## config.mk

```make
export PLATFORM = sky130hd
export DESIGN_NAME = sltt_table
export DESIGN_NICKNAME = d
export VERILOG_FILES = /design/src/sltt_table.v /design/src/sltt_overlap.v /design/src/sltt_victim.v
export VERILOG_INCLUDE_DIRS = /design/src /design/src/src
export SDC_FILE = /design/constraint.sdc
export NUM_CORES = 2
export LEC_CHECK = 0
export ABC_CLOCK_PERIOD_IN_PS = 13200
export BUFFER_PORTS_ARGS = -buffer_cell sky130_fd_sc_hd__buf_2
export CORE_MARGIN = 3
export CORE_UTILIZATION = 45
export CTS_CLUSTER_DIAMETER = 100
export DETAILED_ROUTE_END_ITERATION = 7
export PLACE_DENSITY = 0.58
export SLEW_MARGIN = 15
export SYNTH_ARGS = -nofsm -noshare
export SYNTH_HDL_FRONTEND = slang
export SYNTH_SLANG_ARGS = --single-unit
```

## constraint.sdc

```tcl
create_clock -name clock -period 13.2 [get_ports clock]
set_input_delay 2.64 -clock clock [delete_from_list [all_inputs] [get_ports clock]]
set_output_delay 2.64 -clock clock [all_outputs]
set_load 0.05 [all_outputs]
```

## src/sltt_defs.vh

```
/*
 * constants for the speculative load tracking table: geometry, field widths,
 * operation codes, load types and the reset values.
 * assumes the including file uses these names unqualified.
 */
// Operation
// - an advanced load allocates a fresh table entry.
// - entries keyed by target register; hold address, load type, access size.
// - check searches for register and type match; hit continues with next instruction.
// - failed branching check transfers control to the recovery target it carries.
// - failed check-reload reissues the load and writes the target register.
// - branching check encodes a register number and a recovery offset.
// - a store overlapping an entry's recorded address removes that entry.
// - new advanced load to an existing entry's register removes the old entry.
// - implementation conditions may flush entries to keep results correct.
// - capacity or matching limits may drop entries; later checks then miss.
// - speculative advanced load producing a deferred token allocates nothing.
// - with no free entry, an existing entry may be invalidated for the new one.
`ifndef SLTT_DEFS_VH
`define SLTT_DEFS_VH

// table geometry
`define SLTT_ENTRIES 8
`define SLTT_IDX_W 3
`define SLTT_REG_W 7
`define SLTT_ADDR_W 64
`define SLTT_TYPE_W 2
`define SLTT_SIZE_W 2
`define SLTT_OFS_W 21
`define SLTT_PC_W 64

// operation codes from the pipeline
`define SLTT_OP_W 3
`define SLTT_OP_NONE 3'h0
`define SLTT_OP_ADV_LOAD 3'h1
`define SLTT_OP_SPEC_ADV_LOAD 3'h2
`define SLTT_OP_STORE 3'h3
`define SLTT_OP_CHECK_RELOAD 3'h4
`define SLTT_OP_CHECK_BRANCH 3'h5

// load types recorded per entry
`define SLTT_TYPE_INT 2'h0
`define SLTT_TYPE_FP 2'h1

// reset values
`define SLTT_VALID_RST 8'h00
`define SLTT_VICTIM_RST 3'h0

`endif

```

## src/sltt_table.v

```verilog
/*
 * speculative load tracking table: allocation on advanced loads, removal on
 * overlapping stores, re-targeting loads, flushes and capacity; lookup on checks.
 * assumes one operation per cycle from the core pipeline on the same clock,
 * and that the pipeline performs the reissued load on the reload request.
 */
`timescale 1ns/1ps
`include "sltt_defs.vh"
module sltt_table
(
   input wire clock,
   input wire rstn,
   input wire op_valid,
   input wire [`SLTT_OP_W-1:0] op_code,
   input wire [`SLTT_REG_W-1:0] op_reg,
   input wire [`SLTT_ADDR_W-1:0] op_addr,
   input wire [`SLTT_TYPE_W-1:0] op_type,
   input wire [`SLTT_SIZE_W-1:0] op_size,
   input wire op_deferred,
   input wire [`SLTT_PC_W-1:0] op_pc,
   input wire [`SLTT_OFS_W-1:0] op_offset,
   input wire flush,
   output reg chk_done_r,
   output reg chk_hit_r,
   output reg redirect_r,
   output reg [`SLTT_PC_W-1:0] redirect_pc_r,
   output reg reload_r,
   output reg [`SLTT_REG_W-1:0] reload_reg_r,
   output reg [`SLTT_ADDR_W-1:0] reload_addr_r,
   output reg [`SLTT_SIZE_W-1:0] reload_size_r,
   output reg [`SLTT_ENTRIES-1:0] valid_r
);
   // per-entry storage, flip-flops addressed by index
   reg [`SLTT_REG_W-1:0] ent_reg_r [0:`SLTT_ENTRIES-1];
   reg [`SLTT_ADDR_W-1:0] ent_addr_r [0:`SLTT_ENTRIES-1];
   reg [`SLTT_TYPE_W-1:0] ent_type_r [0:`SLTT_ENTRIES-1];
   reg [`SLTT_SIZE_W-1:0] ent_size_r [0:`SLTT_ENTRIES-1];
   reg [`SLTT_IDX_W-1:0] rr_ptr_r;
   reg [`SLTT_IDX_W-1:0] rr_ptr_nxt;
   reg [`SLTT_ENTRIES-1:0] valid_nxt;
   reg [`SLTT_ENTRIES-1:0] keep;
   wire [`SLTT_ENTRIES-1:0] ovl;
   wire [`SLTT_ENTRIES-1:0] reg_match;
   wire [`SLTT_ENTRIES-1:0] type_match;
   wire [`SLTT_IDX_W-1:0] vict_idx;
   wire vict_full;
   wire is_alloc;
   wire is_store;
   wire is_check;
   wire any_hit;
   wire [`SLTT_PC_W-1:0] target_pc;
   integer k;

   // true when the operation allocates; a deferred token on a speculative
   // advanced load means no entry, so the later check misses unless an older entry for that register and type is still valid
   function alloc_op;
      input [`SLTT_OP_W-1:0] code;
      input deferred;
      begin
         alloc_op = (code == `SLTT_OP_ADV_LOAD) ||
            ((code == `SLTT_OP_SPEC_ADV_LOAD) && !deferred);
      end
   endfunction

   assign is_alloc = op_valid && alloc_op(op_code, op_deferred);
   assign is_store = op_valid && (op_code == `SLTT_OP_STORE);
   assign is_check = op_valid && ((op_code == `SLTT_OP_CHECK_RELOAD) ||
      (op_code == `SLTT_OP_CHECK_BRANCH));

   // per-entry comparators
   genvar g;
   generate
      for (g = 0; g < `SLTT_ENTRIES; g = g + 1)
      begin : g_ent
         sltt_overlap u_ovl
         (
            .ent_addr(ent_addr_r[g]),
            .ent_size(ent_size_r[g]),
            .st_addr(op_addr),
            .st_size(op_size),
            .hit(ovl[g])
         );
         assign reg_match[g] = valid_r[g] && (ent_reg_r[g] == op_reg);
         assign type_match[g] = (ent_type_r[g] == op_type);
      end
   endgenerate

   // lookup needs both register and type to match
   assign any_hit = |(reg_match & type_match);

   // recovery target is check address plus the encoded offset
   assign target_pc = op_pc + {{(`SLTT_PC_W-`SLTT_OFS_W){op_offset[`SLTT_OFS_W-1]}},
      op_offset};

   // victim selection among entries left after re-target removal
   sltt_victim u_vict
   (
      .valid(valid_r & ~reg_match),
      .rr_ptr(rr_ptr_r),
      .idx(vict_idx),
      .full(vict_full)
   );

   // next valid vector: removals first, then the new entry
   always @*
   begin
      keep = {`SLTT_ENTRIES{1'b1}};
      valid_nxt = valid_r;
      rr_ptr_nxt = rr_ptr_r;
      if (flush)
      begin
         keep = {`SLTT_ENTRIES{1'b0}};
      end
      else if (is_store)
      begin
         keep = ~ovl;
      end
      else if (is_alloc)
      begin
         keep = ~reg_match;
      end
      valid_nxt = valid_r & keep;
      if (is_alloc && !flush)
      begin
         for (k = 0; k < `SLTT_ENTRIES; k = k + 1)
         begin
            if (vict_idx == k[`SLTT_IDX_W-1:0])
            begin
               valid_nxt[k] = 1'b1;
            end
         end
         if (vict_full)
         begin
            rr_ptr_nxt = rr_ptr_r + 3'h1; // capacity drop
         end
      end
   end

   // entry state and round robin pointer
   always @(posedge clock)
   begin
      if (!rstn)
      begin
         valid_r <= `SLTT_VALID_RST;
         rr_ptr_r <= `SLTT_VICTIM_RST;
      end
      else
      begin
         valid_r <= valid_nxt;
         rr_ptr_r <= rr_ptr_nxt;
      end
   end

   // entry payload written on allocation
   always @(posedge clock)
   begin
      if (is_alloc && !flush)
      begin
         ent_reg_r[vict_idx] <= op_reg;
         ent_addr_r[vict_idx] <= op_addr;
         ent_type_r[vict_idx] <= op_type;
         ent_size_r[vict_idx] <= op_size;
      end
   end

   // check answers, one cycle after the check is taken
   always @(posedge clock)
   begin
      if (!rstn)
      begin
         chk_done_r <= 1'b0;
         chk_hit_r <= 1'b0;
         redirect_r <= 1'b0;
         redirect_pc_r <= {`SLTT_PC_W{1'b0}};
         reload_r <= 1'b0;
         reload_reg_r <= {`SLTT_REG_W{1'b0}};
         reload_addr_r <= {`SLTT_ADDR_W{1'b0}};
         reload_size_r <= {`SLTT_SIZE_W{1'b0}};
      end
      else
      begin
         chk_done_r <= is_check;
         chk_hit_r <= is_check && any_hit;
         redirect_r <= is_check && !any_hit &&
            (op_code == `SLTT_OP_CHECK_BRANCH);
         reload_r <= is_check && !any_hit &&
            (op_code == `SLTT_OP_CHECK_RELOAD);
         if (is_check)
         begin
            redirect_pc_r <= target_pc;
            reload_reg_r <= op_reg;
            reload_addr_r <= op_addr;
            reload_size_r <= op_size;
         end
      end
   end
endmodule // sltt_table

```

## src/sltt_overlap.v

```verilog
/*
 * byte range overlap comparator: one entry against one store.
 * assumes sizes encode 1, 2, 4 or 8 bytes as log2 and ranges do not wrap.
 */
`timescale 1ns/1ps
`include "sltt_defs.vh"
module sltt_overlap
(
   input wire [`SLTT_ADDR_W-1:0] ent_addr,
   input wire [`SLTT_SIZE_W-1:0] ent_size,
   input wire [`SLTT_ADDR_W-1:0] st_addr,
   input wire [`SLTT_SIZE_W-1:0] st_size,
   output wire hit
);
   wire [`SLTT_ADDR_W-1:0] ent_end;
   wire [`SLTT_ADDR_W-1:0] st_end;

   // last byte of each range, then interval intersection
   assign ent_end = ent_addr + ({{(`SLTT_ADDR_W-1){1'b0}}, 1'b1} << ent_size) - 64'h1;
   assign st_end = st_addr + ({{(`SLTT_ADDR_W-1){1'b0}}, 1'b1} << st_size) - 64'h1;
   assign hit = (st_addr <= ent_end) && (ent_addr <= st_end);
endmodule // sltt_overlap

```

## src/sltt_victim.v

```verilog
/*
 * victim chooser: lowest free entry, else a round robin pointer.
 * assumes the caller advances the pointer when a full-table allocation occurs.
 */
`timescale 1ns/1ps
`include "sltt_defs.vh"
module sltt_victim
(
   input wire [`SLTT_ENTRIES-1:0] valid,
   input wire [`SLTT_IDX_W-1:0] rr_ptr,
   output reg [`SLTT_IDX_W-1:0] idx,
   output reg full
);
   integer i;

   // priority search for an unused entry
   always @*
   begin
      idx = rr_ptr;
      full = 1'b1;
      for (i = `SLTT_ENTRIES - 1; i >= 0; i = i - 1)
      begin
         if (!valid[i])
         begin
            idx = i[`SLTT_IDX_W-1:0];
            full = 1'b0;
         end
      end
   end
endmodule // sltt_victim

```

# After elaboration in Yosys (flattened, before gate mapping)
# Memories as Yosys holds them, arrays and structs flattened.
# Index checks and enable logic that the tools add are counted.
dict set report totals {
  reg_bits 152
  ramBits 600
  in_bits 168
  out_inout_bits 149
  elab_cells 155
  n_memories 4
}
# memory depth width rd rd_clocked_by_memory_dff write_ports line
set mem_list {}
lappend mem_list {ent_addr_r 8 64 8 0 1 sltt_table.v:35} ;# reg [`SLTT_ADDR_W-1:0] ent_addr_r [0:`SLTT_ENTRIES-1];
lappend mem_list {ent_reg_r 8 7 8 0 1 sltt_table.v:34} ;# reg [`SLTT_REG_W-1:0] ent_reg_r [0:`SLTT_ENTRIES-1];
lappend mem_list {ent_size_r 8 2 8 0 1 sltt_table.v:37} ;# reg [`SLTT_SIZE_W-1:0] ent_size_r [0:`SLTT_ENTRIES-1];
lappend mem_list {ent_type_r 8 2 8 0 1 sltt_table.v:36} ;# reg [`SLTT_TYPE_W-1:0] ent_type_r [0:`SLTT_ENTRIES-1];
dict set report classes {
  add_sub_neg 20
  n_lt_le_gt_ge 16
  n_eq_ne 28
  shift 9
  n_mux 30
  n_bitwise 5
  reduce_logical 33
}
# operator count
set op_table {}
lappend op_table {{$le A64 B64 Y1} 16}
lappend op_table {{$add A64 B64 Y64} 10}
lappend op_table {{$shl A1 B2 Y64 const A} 9}
lappend op_table {{$sub A64 B1 Y64 const B} 9}
lappend op_table {{$eq A7 B7 Y1} 8}
lappend op_table {{$mux W8} 4}
lappend op_table {{$logic_and A1 B1 Y1} 25}
lappend op_table {{$and A8 B8 Y8} 3}
lappend op_table {{$mux W3} 8}
lappend op_table {{$eq A3 B3 Y1 const B} 6}
lappend op_table {{$mux W1} 18}
lappend op_table {{$eq A2 B2 Y1} 8}
lappend op_table {{$not A8 Y8} 2}
lappend op_table {{$eq A3 B2 Y1 const B} 4}
lappend op_table {{$reduce_or A8 Y1} 1}
lappend op_table {{$eq A3 B1 Y1 const B} 2}
lappend op_table {{$add A3 B1 Y3 const B} 1}
lappend op_table {{$logic_not A1 Y1} 3}
lappend op_table {{$logic_not A3 Y1} 1}
lappend op_table {{$logic_or A1 B1 Y1} 2}
lappend op_table {{$reduce_and A2 Y1} 1}

# Logic depth before layout (Yosys ltp)
# An unclocked memory read counts as a cell.
dict set report logic_depth {
  ltp_word 16
  depth_mapped 33
  depth_no_buf 33
}

# By module
# Synthesis repeated with hierarchy kept, for this count alone.
dict set report unflattened {
  hier_cells 14067
  hier_area_um2 112904.5
}
# module n_inst cells_per_inst area_each_um2 seq_area_each_um2
set by_module_without_submodules {}
lappend by_module_without_submodules {{sltt_overlap at g_ent[4].u_ovl ...} 3 1494 10472.5 0.0}
lappend by_module_without_submodules {sltt_table 1 1972 28169.5 21060.2}
lappend by_module_without_submodules {{sltt_overlap at g_ent[2].u_ovl} 1 1579 10989.3 0.0}
lappend by_module_without_submodules {{sltt_overlap at g_ent[1].u_ovl} 1 1517 10630.2 0.0}
lappend by_module_without_submodules {{sltt_overlap at g_ent[3].u_ovl} 1 1523 10605.2 0.0}
lappend by_module_without_submodules {{sltt_overlap at g_ent[7].u_ovl} 1 1491 10526.3 0.0}
lappend by_module_without_submodules {{sltt_overlap at g_ent[0].u_ovl} 1 1488 10483.8 0.0}
lappend by_module_without_submodules {sltt_victim 1 15 82.6 0.0}

# Least setup slack after synthesis
# Ideal clock, no wire load.
dict set report synth_path {
  kind {input port to flip-flop}
  from {input op_reg[4]}
  to {register valid_r[5]}
  setup_ps 59
  arrival_time_ps 10816
  required_ps 13141
  path_slack_ps 2324
  path_stages 13
  n_path_buf 1
  cell_sequence {clkbuf_1 > xor2_1 > nor4_1 > nand4_1 > nand2_1 > o21bai_1 > a31oi_1 > o21bai_1 > a31o_2 > nor3b_1 > o21ai_0 > a31oi_1 > o31a_1}
}
dict set report synth_between {
  elab_chain_len 15
  elab_cells_between_ends 33
  cone_classes {9 x eq/ne; 13 x mux; 3 x bitwise; 8 x reduce/logical}
}
# item line
set synth_lines {}
lappend synth_lines {{start, declared} sltt_table.v:15} ;# input wire [`SLTT_REG_W-1:0] op_reg,
lappend synth_lines {{$eq A7 B7 Y1} sltt_table.v:83} ;# assign reg_match[g] = valid_r[g] && (ent_reg_r[g] == op_reg);
lappend synth_lines {{$logic_and A1 B1 Y1} sltt_table.v:83}
lappend synth_lines {{$not A8 Y8 *} {sltt_table.v:98, sltt_table.v:120}}
lappend synth_lines {{$and A8 B8 Y8} sltt_table.v:98} ;# .valid(valid_r & ~reg_match),
lappend synth_lines {{$mux W3 (8 in series)} sltt_victim.v:23} ;# if (!valid[i])
lappend synth_lines {{$eq A3 B3 Y1} sltt_table.v:127} ;# if (vict_idx == k[`SLTT_IDX_W-1:0])
lappend synth_lines {{$mux W1} sltt_table.v:127}
lappend synth_lines {{$mux W8 *} sltt_table.v:123} ;# if (is_alloc && !flush)
lappend synth_lines {{end signal, assigned} sltt_table.v:144} ;# valid_r <= `SLTT_VALID_RST;
lappend synth_lines {{end signal, assigned} sltt_table.v:149} ;# valid_r <= valid_nxt;
lappend synth_lines {{end, declared} sltt_table.v:31} ;# output reg [`SLTT_ENTRIES-1:0] valid_r
# Every way passes the cells marked *; elsewhere a longest branch is shown, timed or not.
# A chain may end at the register's enable or synchronous reset.

# Final worst setup path
dict set report layout_path {
  from {input op_addr[0]}
  to {register valid_r[4]}
}
dict set report layout_between {
  elab_chain_len 10
  elab_cells_between_ends 11
  cone_classes {2 x add/sub; 2 x order compare; 4 x mux; 2 x bitwise; 1 x reduce/logical}
}
# item line
set layout_lines {}
lappend layout_lines {{start, declared} sltt_table.v:16} ;# input wire [`SLTT_ADDR_W-1:0] op_addr,
lappend layout_lines {{$add A64 B64 Y64} sltt_overlap.v:20} ;# assign st_end = st_addr + ({{(`SLTT_ADDR_W-1){1'b0}}, 1'b1} << st_size) - 64'h1;
lappend layout_lines {{$sub A64 B1 Y64} sltt_overlap.v:20}
lappend layout_lines {{$le A64 B64 Y1} sltt_overlap.v:21} ;# assign hit = (st_addr <= ent_end) && (ent_addr <= st_end);
lappend layout_lines {{$logic_and A1 B1 Y1 *} sltt_overlap.v:21}
lappend layout_lines {{$not A8 Y8 *} sltt_table.v:116} ;# keep = ~ovl;
lappend layout_lines {{$mux W8 *} sltt_table.v:114} ;# else if (is_store)
lappend layout_lines {{$mux W8 *} sltt_table.v:110} ;# if (flush)
lappend layout_lines {{$and A8 B8 Y8 *} sltt_table.v:122} ;# valid_nxt = valid_r & keep;
lappend layout_lines {{$mux W1} sltt_table.v:127}
lappend layout_lines {{$mux W8 *} sltt_table.v:123}
# Marks and branches as above.

==> impl_metrics.env <==
export IMPL_ys_ff_latch=752
export IMPL_gp_congestion=0.948
export IMPL_fp_dieH_um=433
export IMPL_status="completed"
export IMPL_drc_errors=0
export IMPL_async_reset_ff_frac=0
export IMPL_tns_ns=0
export IMPL_grt_setup_unrepaired="no"
export IMPL_p_seq_frac=0.361
export IMPL_netlist_area_um2=82000
export IMPL_ant_nets=0
export IMPL_core_um2=181000
export IMPL_required_ns=13.76
export IMPL_met3_length_um=16600
export IMPL_synth_commonest_cells="ha_1, a21oi_1, inv_1"
export IMPL_top_layer="met5"
export IMPL_worstMarginPinSlew_ns=1.25
export IMPL_postCtsSetupRepairBufs=0
export IMPL_synth_top_area_frac=0.254
export IMPL_grt_pass1_vias=71700
export IMPL_clk_latency_ns=0.72
export IMPL_cp_slowest_cell="o41ai_1"
export IMPL_fp_row_count=156
export IMPL_cts_buffers=94
export IMPL_max_cap_violations=0
export IMPL_r2r_worst_path_cells=31
export IMPL_cp_num_cells=30
export IMPL_post_route_util=0.499
export IMPL_max_stage_delay_ns=0.61
export IMPL_drt_first_pass_iters=5
export IMPL_critPathBufInv=5
export IMPL_io_buffer_count=316
export IMPL_hp_start="reload_addr_r[27]$_SDFFE_PN0P_"
export IMPL_dp_final_hpwl_um=217000
export IMPL_arrival_ns=10.02
export IMPL_yosys_area_top_type="ha_1"
export IMPL_synth_area_leaders="ha_1, edfxtp_1, a21o_1"
export IMPL_switching_share=0.325
export IMPL_drv_slew=0
export IMPL_synthFlopType="edfxtp_1"
export IMPL_p_switching_uw=2330
export IMPL_synth_cell_types=87
export IMPL_critical_path_class="input pin to flop"
export IMPL_cts_tree="yes"
export IMPL_drtIter0Drc=4917
export IMPL_finalHoldViolCount=0
export IMPL_max_freq_mhz=106
export IMPL_setup_viol=0
export IMPL_htreeDepth=3
export IMPL_ios=317
export IMPL_whs_ns=0.463
export IMPL_clkSinkCount=752
export IMPL_avgSynthCellArea_um2=8.86
export IMPL_grt_pass1_wl_um=406000
export IMPL_slew_limit_headroom=0.162
export IMPL_critical_path_max_fanout=10
export IMPL_comb_power_share=0.266
export IMPL_nets=11500
export IMPL_r2r_end="valid_r[1]$_SDFF_PN0_"
export IMPL_synth_yosys_warnings=0
export IMPL_drt_total_wl_um=267000
export IMPL_synth_fp_nets=11100
export IMPL_via_per_inst=5.92
export IMPL_hold_end="reload_addr_r[27]$_SDFFE_PN0P_"
export IMPL_wl_per_cell_um=22.0
export IMPL_r2r_slack_ns=4.18
export IMPL_synth_enable_flop_cells=600
export IMPL_cts_resized_gates=0
export IMPL_hold_path_class="flop to flop"
export IMPL_drive_above_1_share=0.0714
export IMPL_cts_root_buf="clkbuf_16"
export IMPL_grt_max_degree=100
export IMPL_p_int_uw=4830
export IMPL_fin_crit_sh=0.717
export IMPL_antenna_found_initial=19
export IMPL_crit_family="simple AND/OR/NAND/NOR gates"
export IMPL_hold_buffers=0
export IMPL_vias=71800
export IMPL_whs_path_depth=2
export IMPL_start_kind="input pin"
export IMPL_initial_core_util=0.453
export IMPL_cts_buffer_depth=3
export IMPL_met1Wirelength_um=119000
export IMPL_overflow=0
export IMPL_yosysSeqAreaShare=0.257
export IMPL_num_fill_cells=17000
export IMPL_met2WireLength_um=122000
export IMPL_power_density_nw_per_um2=79.3
export IMPL_grt_total_usage=0.278
export IMPL_end_kind="flop"
export IMPL_reg2reg_from="ent_size_r[1][1]$_DFFE_PP_"
export IMPL_vdd_drop_max_mv=0.109
export IMPL_dieWidth_um=433
export IMPL_area_growth_pct=10.1
export IMPL_yosysMostFrequentCell="ha_1"
export IMPL_clkTransAtPathRegs_ns=0.05
export IMPL_netlist_instances=9254
export IMPL_p_leak_uw=0.0429
export IMPL_fin_crit_ns=9.46
export IMPL_skew_ns=0.0276
export IMPL_die_area_um2=187000
export IMPL_pwr_share_clk=0.373
==> cells in the final DEF, fill, tap and decap left out, types with 34 or more instances in the layout <==
| cell type | synthesis | final |
|---|---|---|
| nand2b_1 | 198 | 198 |
| inv_1 | 804 | 804 |
| clkbuf_16 | 0 | 97 |
| xnor2_1 | 370 | 367 |
| buf_2 | 1 | 315 |
| edfxtp_1 | 600 | 600 |
| and4_1 | 34 | 34 |
| nand2_1 | 636 | 636 |
| a21o_1 | 707 | 707 |
| and2_1 | 69 | 69 |
| a211oi_1 | 58 | 58 |
| ha_1 | 1666 | 1666 |
| buf_4 | 0 | 144 |
| a31oi_1 | 68 | 68 |
| a21oi_1 | 877 | 877 |
| o21bai_1 | 96 | 96 |
| o31ai_1 | 39 | 39 |
| a21boi_0 | 99 | 99 |
| nand3_1 | 172 | 172 |
| o211ai_1 | 36 | 36 |
| dfxtp_1 | 152 | 152 |
| nor2_1 | 333 | 330 |
| nor3_1 | 68 | 66 |
| and3_1 | 87 | 85 |
| xor2_1 | 311 | 311 |
| nand4_1 | 304 | 304 |
| or3_1 | 39 | 39 |
| o21ai_0 | 540 | 540 |
| nor2b_1 | 210 | 210 |
| nor4_1 | 48 | 45 |
| o21a_1 | 90 | 90 |
==> layout make-up <==
| type | instances | area (um^2) | area share |
|---|---|---|---|
| Inverter | 804 | 3020 | 0.0334 |
| Clock buffer | 119 | 2580 | 0.0286 |
| Tap cell | 2370 | 2970 | 0.0328 |
| Antenna cell | 11 | 27.5 | 0.000305 |
| Multi-Input combinational cell | 7547 | 57500 | 0.636 |
| Sequential cell | 752 | 21100 | 0.233 |
| Timing Repair Buffer | 459 | 2660 | 0.0294 |
| Clock inverter | 57 | 536 | 0.00593 |
==> power groups by stage <==
stage | sequential, uW | clock, uW | combinational (uW)
detailed placement | 2640 | 0 | 1880
floorplan | 2700 | 0 | 1100
global placement | 2640 | 0 | 1840
finish | 2590 | 2670 | 1910
CTS | 2590 | 2740 | 1900
global route | 2590 | 2830 | 2130
==> worst max-delay path by stage <==
| stage | endpoint | startpoint | slack (ns) |
|---|---|---|---|
| 2_1_floorplan | valid_r[5]$_SDFF_PN0_ | op_reg[4] | 2.32 |
| 3_3_place_gp | valid_r[7]$_SDFF_PN0_ | op_addr[1] | 3.10 |
| 3_5_place_dp | valid_r[4]$_SDFF_PN0_ | op_addr[0] | 3.02 |
| 4_1_cts | valid_r[4]$_SDFF_PN0_ | op_addr[0] | 3.75 |
| 5_1_grt | valid_r[4]$_SDFF_PN0_ | op_addr[0] | 3.05 |
| 6_report | valid_r[4]$_SDFF_PN0_ | op_addr[0] | 3.74 |
==> tightest hold or removal path, stage by stage, from the launching register on <==
cell      delay, ns
dfxtp_1        0.31
nand2_1        0.04
a21boi_0       0.06
==> flip-flops by register name (all words and copies together), names as in the netlist, 7 cells and up <==
register	cells
ent_addr_r	512
redirect_pc_r	64
reload_addr_r	64
ent_size_r	16
ent_type_r	16
reload_reg_r	7
valid_r	8
ent_reg_r	56
==> logic make-up after synthesis <==
kind of cell	synth area share
mux	0.000610
compound gates	0.226
xor+xnor	0.0729
flops	0.257
simple gates	0.143
fa+ha+maj	0.257
buf+inv	0.0437
==> through the flow <==
step / std cells / worst slack [ns] / cell area [um^2] / total power, uW
finish: 12100 / 3.74 / 90300 / 7170
CTS: 12100 / 3.75 / 90300 / 7230
global route: 12100 / 3.05 / 90300 / 7540
detailed placement: 11900 / 3.02 / 87200 / 4520
floorplan: 9254 / 2.32 / 82000 / 3800
global placement: 11900 / 3.10 / 87200 / 4470
==> per-layer routing <==
layer	GRT usage	up-vias
met4	0.101	18
met3	0.0394	400
li1	-	35100
met5	0	-
met1	0.364	34300
met2	0.465	1949
(Power assumes the default switching activity.)
